[config.mk]
export PLATFORM = sky130hd
export DESIGN_NAME = cisr_id_status_regs
export DESIGN_NICKNAME = d
export VERILOG_FILES = /design/src/logic/cisr_pkg.sv /design/src/logic/cisr_sync.sv /design/src/logic/cisr_reg_mux.sv /design/src/logic/cisr_id_status_regs.sv
export SDC_FILE = /design/constraint.sdc
export NUM_CORES = 1
export LEC_CHECK = 0
export BUFFER_PORTS_ARGS = -buffer_cell sky130_fd_sc_hd__buf_4
export CELL_PAD_IN_SITES_DETAIL_PLACEMENT = 0
export CELL_PAD_IN_SITES_GLOBAL_PLACEMENT = 2
export CORE_MARGIN = 2
export CORE_UTILIZATION = 36
export DETAILED_ROUTE_END_ITERATION = 10
export PLACE_DENSITY = 0.87
export SLEW_MARGIN = 25
export SYNTH_ARGS = -nofsm -noshare
export SYNTH_HDL_FRONTEND = slang
export SYNTH_HIERARCHICAL = 1
export SYNTH_SLANG_ARGS = --single-unit
[constraint.sdc]
create_clock -name clk -period 2.7 [get_ports clk]
set_input_delay 0.54 -clock clk [delete_from_list [all_inputs] [get_ports clk]]
set_output_delay 0.54 -clock clk [all_outputs]
set_load 0.05 [all_outputs]
[src/logic/cisr_pkg.sv]
package cisr_pkg;

  // ---------------------------------------------------------------
  // Register offsets
  // ---------------------------------------------------------------
  localparam logic [7:0] CISR_OFS_DIE_IDENTITY = 8'h00;
  localparam logic [7:0] CISR_OFS_SILICON_REVISION = 8'h01;
  localparam logic [7:0] CISR_OFS_CHARGER_STATE_REPORT = 8'h02;
  localparam logic [7:0] CISR_OFS_INPUT_THERMAL_REPORT = 8'h03;

  // ---------------------------------------------------------------
  // Field positions
  // ---------------------------------------------------------------
  // charger_state_report layout
  localparam int CISR_POS_CHARGER_STATE = 0;
  localparam int CISR_POS_BATTERY_PRESENT = 3;
  localparam int CISR_POS_ADAPTER_KIND = 4;
  // input_thermal_report layout, bit 5 is reserved and reads zero
  localparam int CISR_POS_THERMAL_BAND = 0;
  localparam int CISR_POS_BUS_VALID = 3;
  localparam int CISR_POS_ENUMERATION_FAULT = 4;
  localparam int CISR_POS_INPUT_LIMIT = 6;
  localparam int CISR_POS_SUSPENDED = 7;

  // ---------------------------------------------------------------
  // Encodings
  // ---------------------------------------------------------------
  localparam logic [2:0] CISR_CHG_OFF = 3'h0;
  localparam logic [2:0] CISR_CHG_TEMP_SUSPEND = 3'h1;
  localparam logic [2:0] CISR_CHG_PRECHARGE = 3'h2;
  localparam logic [2:0] CISR_CHG_FAST = 3'h3;
  localparam logic [2:0] CISR_CHG_TOPOFF = 3'h4;
  localparam logic [2:0] CISR_CHG_MAINTAIN = 3'h5;
  localparam logic [2:0] CISR_CHG_DONE = 3'h6;
  localparam logic [2:0] CISR_CHG_FAULT = 3'h7;
  localparam logic [3:0] CISR_ADAPTER_NONE = 4'h0;
  localparam logic [2:0] CISR_THERM_DISABLED = 3'h5;

  // ---------------------------------------------------------------
  // Values after reset and counts
  // ---------------------------------------------------------------
  localparam logic [7:0] CISR_RST_BYTE = 8'h00;
  localparam logic [7:0] CISR_RST_POINTER = 8'h00;
  localparam logic [3:0] CISR_RST_BITS = 4'h0;
  localparam logic [3:0] CISR_BITS_PER_BYTE = 4'h8;

  // Live status from the charging and detection engines
  typedef struct packed {
    logic [2:0] charger_state;
    logic battery_present;
    logic [3:0] adapter_kind;
    logic [2:0] thermal_band;
    logic bus_valid;
    logic battery_above_lockout;
    logic enumeration_fault;
    logic input_limit_active;
    logic suspended;
  } cisr_status_s;

endpackage

[src/logic/cisr_sync.sv]
`timescale 1ns/1ps
`default_nettype none

module cisr_sync
  import cisr_pkg::*;
#(
  parameter int WIDTH = 1
) (
  // Clock and reset
  input wire logic clk,
  input wire logic reset_n,
  // Asynchronous level in, synchronous level out
  input wire logic [WIDTH-1:0] async_in,
  output logic [WIDTH-1:0] sync_out
);

  // ---------------------------------------------------------------
  // Two-stage synchroniser
  // ---------------------------------------------------------------
  logic [WIDTH-1:0] stage1; // Only stage2 reads this flop
  logic [WIDTH-1:0] next_stage1;
  logic [WIDTH-1:0] next_stage2;

  // Next values; idle bus level is high so reset to ones
  always_comb begin
    next_stage1 = async_in;
    next_stage2 = stage1;
  end

  // Registers
  always_ff @(posedge clk) begin
    if (!reset_n) begin
      stage1 <= '1;
      sync_out <= '1;
    end else begin
      stage1 <= next_stage1;
      sync_out <= next_stage2;
    end
  end

endmodule

`default_nettype wire

[src/logic/cisr_reg_mux.sv]
`timescale 1ns/1ps
`default_nettype none

module cisr_reg_mux
  import cisr_pkg::*;
(
  // Selected offset and live state
  input wire logic [7:0] pointer,
  input wire cisr_status_s status,
  input wire logic [7:0] die_identity,
  input wire logic [7:0] silicon_revision,
  // Byte to shift out
  output logic [7:0] read_byte
);

  // ---------------------------------------------------------------
  // Read multiplexer
  // ---------------------------------------------------------------
  // Built straight from live inputs: no copy is stored, so nothing to reset
  always_comb begin
    read_byte = CISR_RST_BYTE;
    unique case (pointer)
      CISR_OFS_DIE_IDENTITY: begin
        read_byte = die_identity;
      end
      CISR_OFS_SILICON_REVISION: begin
        read_byte = silicon_revision;
      end
      CISR_OFS_CHARGER_STATE_REPORT: begin
        if (status.bus_valid) begin
          read_byte[CISR_POS_CHARGER_STATE +: 3] = status.charger_state;
          read_byte[CISR_POS_BATTERY_PRESENT] = status.battery_present;
          read_byte[CISR_POS_ADAPTER_KIND +: 4] = status.adapter_kind;
        end
      end
      CISR_OFS_INPUT_THERMAL_REPORT: begin
        read_byte[CISR_POS_THERMAL_BAND +: 3] = status.thermal_band;
        read_byte[CISR_POS_BUS_VALID] = status.bus_valid;
        read_byte[CISR_POS_ENUMERATION_FAULT] = status.enumeration_fault;
        read_byte[CISR_POS_INPUT_LIMIT] = status.input_limit_active;
        read_byte[CISR_POS_SUSPENDED] = status.suspended;
      end
      // Unmapped offsets read as zero
      default: begin
        read_byte = CISR_RST_BYTE;
      end
    endcase
  end

endmodule

`default_nettype wire

[src/logic/cisr_id_status_regs.sv]
`timescale 1ns/1ps
`default_nettype none

module cisr_id_status_regs
  import cisr_pkg::*;
#(
  parameter logic [6:0] DEVICE_ADDRESS = 7'h2a, // Arbitrary neutral value
  parameter logic [7:0] DIE_IDENTITY = 8'h5a, // Arbitrary neutral value
  parameter logic [3:0] MASK_SET = 4'h3, // Arbitrary neutral value
  parameter logic [3:0] DASH_LEVEL = 4'hc // Arbitrary neutral value
) (
  // Clock and reset
  input wire logic clk,
  input wire logic reset_n,
  // Serial bus clock pin
  input wire logic scl_in,
  // Serial bus data pin, open drain
  input wire logic sda_in,
  output logic sda_out,
  output logic sda_oe,
  // Live state from charging and detection engines
  input wire cisr_status_s status
);

  // ---------------------------------------------------------------
  // Types
  // ---------------------------------------------------------------
  // One-hot: a single flop per phase keeps the decode shallow
  typedef enum logic [8:0] {
    ST_IDLE = 9'h001, // Waiting for a start condition
    ST_ADDR = 9'h002, // Shifting in address and direction
    ST_ADDR_ACK = 9'h004, // Acknowledging our address
    ST_PTR = 9'h008, // Shifting in register offset
    ST_PTR_ACK = 9'h010, // Acknowledging the offset
    ST_WR_DATA = 9'h020, // Shifting in write data, discarded
    ST_WR_ACK = 9'h040, // Acknowledging discarded data
    ST_RD_DATA = 9'h080, // Shifting out a register byte
    ST_RD_ACK = 9'h100 // Sampling master acknowledge
  } cisr_state_e;

  // ---------------------------------------------------------------
  // Pin synchronisers
  // ---------------------------------------------------------------
  logic scl_s; // Synchronised clock pin
  logic sda_s; // Synchronised data pin
  logic scl_d; // Previous synchronised clock
  logic sda_d; // Previous synchronised data

  // Bus pins arrive from outside the clock domain
  // Both pins share one synchroniser so their relative timing is kept;
  // a start or stop is judged on the pair, and a skew of one clock between
  // them would turn a data change next to a clock edge into a false condition.
  // The price is two clocks of latency on every pin edge, which the
  // four-clock minimum on each clock phase absorbs.
  cisr_sync #(.WIDTH(2)) u_pin_sync (
    .clk(clk),
    .reset_n(reset_n),
    .async_in({scl_in, sda_in}),
    .sync_out({scl_s, sda_s})
  );

  // ---------------------------------------------------------------
  // Pin history
  // ---------------------------------------------------------------
  logic next_scl_d; // Clock level seen one edge later
  logic next_sda_d; // Data level seen one edge later

  // Next values: one clock of history is enough to find every edge
  always_comb begin
    next_scl_d = scl_s;
    next_sda_d = sda_s;
  end

  // History registers; idle level after reset, so no false edge follows it
  always_ff @(posedge clk) begin
    if (!reset_n) begin
      // Both pins idle high on a free bus
      scl_d <= 1'b1;
      sda_d <= 1'b1;
    end else begin
      scl_d <= next_scl_d;
      sda_d <= next_sda_d;
    end
  end

  // ---------------------------------------------------------------
  // Bus events
  // ---------------------------------------------------------------
  logic scl_rise; // Data sampling edge
  logic scl_fall; // Data change edge
  logic start_seen; // Data falls while clock high
  logic stop_seen; // Data rises while clock high
  logic access_any; // Interface powered at all
  logic [7:0] read_byte; // Byte at the current pointer

  // Edge and condition detection on synchronised copies only
  // The clock must be high on two samples in a row, so a one-clock glitch
  // on the clock pin never counts as a start or a stop
  always_comb begin
    scl_rise = scl_s && !scl_d;
    scl_fall = !scl_s && scl_d;
    start_seen = scl_s && scl_d && sda_d && !sda_s;
    stop_seen = scl_s && scl_d && !sda_d && sda_s;
  end

  // A dead interface stays silent; the host sees a refused address
  // interface alive on bus or battery
  always_comb begin
    access_any = status.bus_valid || status.battery_above_lockout;
  end

  // ---------------------------------------------------------------
  // Register read path
  // ---------------------------------------------------------------
  logic [7:0] pointer; // Register offset, auto-increments on reads

  // No register copy is kept between reads: the byte is picked from the
  // live status when it is loaded into the shifter, so the host never reads
  // stale state. A field that changes while a byte is shifting shows up
  // only in the next byte, never split across one.
  // reads return live state
  cisr_reg_mux u_reg_mux (
    .pointer(pointer),
    .status(status),
    .die_identity(DIE_IDENTITY),
    .silicon_revision({DASH_LEVEL, MASK_SET}),
    .read_byte(read_byte)
  );

  // ---------------------------------------------------------------
  // Protocol state
  // ---------------------------------------------------------------
  cisr_state_e state; // Protocol phase
  cisr_state_e next_state;
  // Both directions share one shifter: a byte is never in flight both ways
  logic [7:0] shifter; // Shift register in both directions
  logic [7:0] next_shifter;
  logic [3:0] bits; // Bits moved in this byte
  logic [3:0] next_bits;
  logic [7:0] next_pointer; // Offset after this edge
  logic read_dir; // Direction bit of the address byte
  logic next_read_dir;
  logic master_ack; // Master asked for another byte
  logic next_master_ack;
  logic next_sda_oe;
  logic next_sda_out;

  // Next values of the protocol engine
  // Start and stop are checked ahead of the phase decode: the host may
  // break off any transfer with either, and the engine must follow it
  // from whatever phase it was in. The data line only moves after a clock
  // fall, so the host never sees it change while it samples.
  always_comb begin
    next_state = state;
    next_shifter = shifter;
    next_bits = bits;
    next_pointer = pointer;
    next_read_dir = read_dir;
    next_master_ack = master_ack;
    next_sda_oe = sda_oe;
    next_sda_out = 1'b0; // Open drain: only ever pulls low
    if (start_seen) begin
      // Start or repeated start restarts address phase
      next_state = ST_ADDR;
      next_bits = CISR_RST_BITS;
      next_sda_oe = 1'b0;
    end else if (stop_seen) begin
      // Stop ends any transfer and frees the line
      next_state = ST_IDLE;
      next_sda_oe = 1'b0;
    end else begin
      unique case (state)
        ST_IDLE: begin
          // Silent until a start condition
          next_sda_oe = 1'b0;
        end
        // Receiving phases share the shifter
        ST_ADDR, ST_PTR, ST_WR_DATA: begin
          if (scl_rise) begin
            // Data is stable while the clock is high
            next_shifter = {shifter[6:0], sda_s};
            next_bits = bits + 4'h1;
          end else if (scl_fall && bits == CISR_BITS_PER_BYTE) begin
            // Eighth bit done: decide on the acknowledge
            next_bits = CISR_RST_BITS;
            if (state == ST_ADDR) begin
              // no answer when unpowered or other address
              if (shifter[7:1] == DEVICE_ADDRESS && access_any) begin
                next_state = ST_ADDR_ACK;
                next_read_dir = shifter[0];
                next_sda_oe = 1'b1;
              end else begin
                next_state = ST_IDLE;
              end
            end else if (state == ST_PTR) begin
              // Offset byte is latched whatever its value
              next_state = ST_PTR_ACK;
              next_pointer = shifter;
              next_sda_oe = 1'b1;
            end else begin
              next_state = ST_WR_ACK;
              next_sda_oe = 1'b1;
            end
          end
        end
        ST_ADDR_ACK: begin
          if (scl_fall) begin
            if (read_dir) begin
              // First read byte from the stored pointer
              next_state = ST_RD_DATA;
              next_shifter = read_byte;
              next_sda_oe = !read_byte[7];
            end else begin
              // Write direction: the offset byte follows
              next_state = ST_PTR;
              next_sda_oe = 1'b0;
            end
          end
        end
        ST_PTR_ACK, ST_WR_ACK: begin
          if (scl_fall) begin
            next_state = ST_WR_DATA;
            next_sda_oe = 1'b0;
          end
        end
        ST_RD_DATA: begin
          if (scl_rise) begin
            // Count the bit that the host has just sampled
            next_bits = bits + 4'h1;
          end else if (scl_fall) begin
            if (bits == CISR_BITS_PER_BYTE) begin
              // Release the line for the master acknowledge
              next_state = ST_RD_ACK;
              next_bits = CISR_RST_BITS;
              next_pointer = pointer + 8'h01;
              next_sda_oe = 1'b0;
            end else begin
              // Present the next bit while the clock is low
              next_shifter = {shifter[6:0], 1'b0};
              next_sda_oe = !shifter[6];
            end
          end
        end
        ST_RD_ACK: begin
          if (scl_rise) begin
            // Low on the line means the host wants more
            next_master_ack = !sda_s;
          end else if (scl_fall) begin
            if (master_ack) begin
              // Sampled at this edge, so the byte is the latest state
              next_state = ST_RD_DATA;
              next_shifter = read_byte;
              next_sda_oe = !read_byte[7];
            end else begin
              // Not acknowledged: wait for stop or start
              next_state = ST_IDLE;
              next_sda_oe = 1'b0;
            end
          end
        end
      endcase
    end
  end

  // Registers of the protocol engine and pin drivers
  // Pin drivers are registered so the line never glitches on a decode change
  always_ff @(posedge clk) begin
    if (!reset_n) begin
      state <= ST_IDLE;
      shifter <= CISR_RST_BYTE;
      bits <= CISR_RST_BITS;
      pointer <= CISR_RST_POINTER;
      read_dir <= 1'b0;
      master_ack <= 1'b0;
      sda_oe <= 1'b0;
      sda_out <= 1'b0;
    end else begin
      state <= next_state;
      shifter <= next_shifter;
      bits <= next_bits;
      pointer <= next_pointer;
      read_dir <= next_read_dir;
      master_ack <= next_master_ack;
      sda_oe <= next_sda_oe;
      sda_out <= next_sda_out;
    end
  end

endmodule

`default_nettype wire

==> flow_metrics.tcl <==
set metrics [dict create \
    antenna_found_initial 0 \
    drc 0 \
    power_mw 1.292 \
    grt_pass1_vias 2275 \
    clk_latency_ns 0.29 \
    post-route-period-util 0.8318 \
    hpwl_mm 4.852 \
    core_um2 7292 \
    synthCells 335 \
    antenna_cells 0 \
    drive_gt1_frac 0.1499 \
    clock-root-buffer "clkbuf_8" \
    netlist_area_um2 2730 \
    final_common_cell "dfxtp_1" \
    tightest_slew_ns 0.5614 \
    p_leak_nw 1.237 \
    nets 392 \
    synthDistinctLibCells 61 \
    drv_slew 0 \
    crit_path_start_kind "register" \
    track_usage 0.1653 \
    worst_ir_drop_vdd_v 0.0002294 \
    area_delta_synth_final_pct 15.40 \
    synth_flop_cell "dfxtp_1" \
    synth_top_family_by_area "simple AND/OR/NAND/NOR gates" \
    yosysSeqAreaShare 0.2786 \
    wl_per_cell_um 13.96 \
    cts_sinks 38 \
    yosys-top-cells-area "dfxtp_1 28%, mux2i_1 5.1%, nor2b_1 4.6%" \
    r2r_cells 6 \
    final_antenna_net_count 0 \
    setup-tns-final_ns 0 \
    hold_viol 0 \
    synth_area_leader_cell "dfxtp_1" \
    fin_crit_ns 2.246 \
    fillers 778 \
    layout_common_cells "38 x dfxtp_1, 30 x nand2_1, 29 x nor2_1, 29 x buf_4, 20 x nor2b_1" \
    cpMaxStageDelayCell "a211oi_4" \
    max_clock_freq_ghz 0.4453 \
    route.vias.total 2460 \
    muxShareOfSynthArea 0.08020 \
    seqCellArea_um2 760.7 \
    firstDrtPassIters 4 \
    cpPeakStageDelay_ns 0.52 \
    cp-endpoint "shifter[2]" \
    dr.first_iter.drc_count 80 \
    hold_path_depth 1 \
    yosys.area_share.simple 0.3043 \
    start_util 0.3744 \
    port_buffers 20 \
    maxSlewHeadroom 0.6245 \
    cts_buffer_depth 2 \
    synth_compound_area_frac 0.2209 \
    crit_start "state[1]" \
    worst_setup_path_end_kind "register" \
    final_core_util 0.4321 \
    min_path_type "reg -> reg" \
    gp_congestion 0.9175 \
    placedCellCount 458 \
    fin_cells 466 \
    htreeDepth 2 \
    wirelength_mm 6.505 \
    cts_setup_buffers 0 \
    r2r_end "shifter[2]" \
    synth_top_cell_area_share 0.2786 \
    fin_area_um2 3151 \
    crit_chain "nor4_2 > o211ai_2 > buf_4 > a211oi_4 > mux2i_1 > nor2b_1" \
    dp_worst_setup_slack_ns 0.4755 \
    synth_xor_area_frac 0.02246 \
    crit_fanout 12 \
    grt_pass1_wl_mm 11.16 \
    arrival_ns 2.44 \
    ioPinCount 22 \
    place_area_um2 3008 \
    clock_skew_ns 0.003980 \
    clk_transition_reported_paths_ns 0.08 \
    die_height_um 91.09 \
    ys_seq_elements 38 \
    pwr_density_cell_nw_per_um2 410.1 \
    synth-async-reset-ratio 0 \
    path_class "reg -> reg" \
    ctsHoldBuffers 0 \
    ff2ff_setup_slack_ns 0.45 \
    cts_tree "done" \
    setup_viol_count_final 0 \
    yosysWarnings 6 \
    grt_max_degree 30 \
    outcome "completed" \
    die_w_um 91.09 \
    synthAdderAreaFrac 0.02750 \
    synth_edf_count 0 \
    overflow 0 \
    whs_ns 0.4099 \
    final.setup.worst_slack_ns 0.4541 \
    required_ns 2.89 \
    cts_resized 0 \
    row_count 31 \
    avgSynthCellArea_um2 8.150 \
    avgViaCountPerCell 5.279 \
    die-area_um2 8296 \
    rsz0062_at_grt "false" \
    cts_made_buffers 5 \
    maxCapViolations 0 \
    multi_input_area_um2 1853 \
    worstReg2RegStart "state[1]" \
]
[power breakdown]
group	total (mW)	switching (mW)	internal, mW
combinational	0.105	0.0561	0.0488
sequential	0.574	0.00820	0.566
clock	0.613	0.219	0.394
[synth_stat cells, types with 2 or more instances]
library cell  count
a211oi_1         10
a21boi_0          6
a21o_1            2
a21oi_1          11
a22oi_1           3
a311oi_1          7
a31oi_1           2
and2_1            4
and3_1            5
buf_2             5
buf_4             2
buf_6             4
clkbuf_1          8
conb_1            2
dfxtp_1          38
ha_1              6
inv_1            14
mux2_2            7
mux2i_1          14
nand2_1          30
nand2b_1          9
nand3_1          12
nand3b_1          8
nand4_1           6
nor2_1           29
nor2b_1          20
nor3_1            6
nor3b_1           2
nor4_4            3
nor4b_1           2
o2111a_1          2
o211a_1           2
o21a_1            4
o21ai_0          14
o21ai_1           2
o31ai_1           4
xnor2_1           2
xor2_1            5
[sequential cells by signal, summed over array words and instances (netlist names)]
| register | cells |
|---|---|
| scl_d | 1 |
| sda_d | 1 |
| u_pin_sync/sync_out | 2 |
| u_pin_sync/next_stage2 | 2 |
| read_dir | 1 |
| state | 9 |
| bits | 4 |
| pointer | 8 |
| sda_oe | 1 |
| master_ack | 1 |
| shifter | 8 |
[critical path: cells and delay by family (launching register included)]
family / cells / cell delay (ns)
AO/OA/AOI/OAI: 2 / 0.68
AND/OR/NAND/NOR: 2 / 0.55
flip-flops: 1 / 0.44
multiplexers: 1 / 0.25
buffers and inverters: 1 / 0.22
[cell type report]
class	instances	area share
clock buffers	6	0.02621
clock inverters	2	0.01906
inverters	14	0.01668
multi-input cells	278	0.5882
flip-flops and latches	38	0.2415
well taps	99	0.03932
repair buffers	29	0.06910
[worst min path at each step]
stage | endpoint | start | slack (ns)
after global routing | u_pin_sync/next_stage2[0] | sda_in | 0.41
after detailed placement | u_pin_sync/sync_out[1] | u_pin_sync/next_stage2[1] | 0.40
after CTS | u_pin_sync/next_stage2[1] | scl_in | 0.40
final | u_pin_sync/sync_out[0] | u_pin_sync/next_stage2[0] | 0.41
after global placement | u_pin_sync/sync_out[1] | u_pin_sync/next_stage2[1] | 0.39
after floorplan | u_pin_sync/sync_out[0] | u_pin_sync/next_stage2[0] | 0.39
[cell families after synthesis]
kind of cell | Yosys count
compound gates | 82
xor+xnor | 7
fa+ha+maj | 6
buf+inv | 34
flops | 38
mux | 21
other cells | 2
simple gates | 145
[layer usage]
metal,track usage,wire (µm),vias up
met1,0.2156,2998,1160
met4,0.05303,105,0
met3,0.02739,185,11
met2,0.2778,3216,38
met5,0,0,-
li1,-,-,1251
No activity file was read; power rests on OpenSTA's default activity.
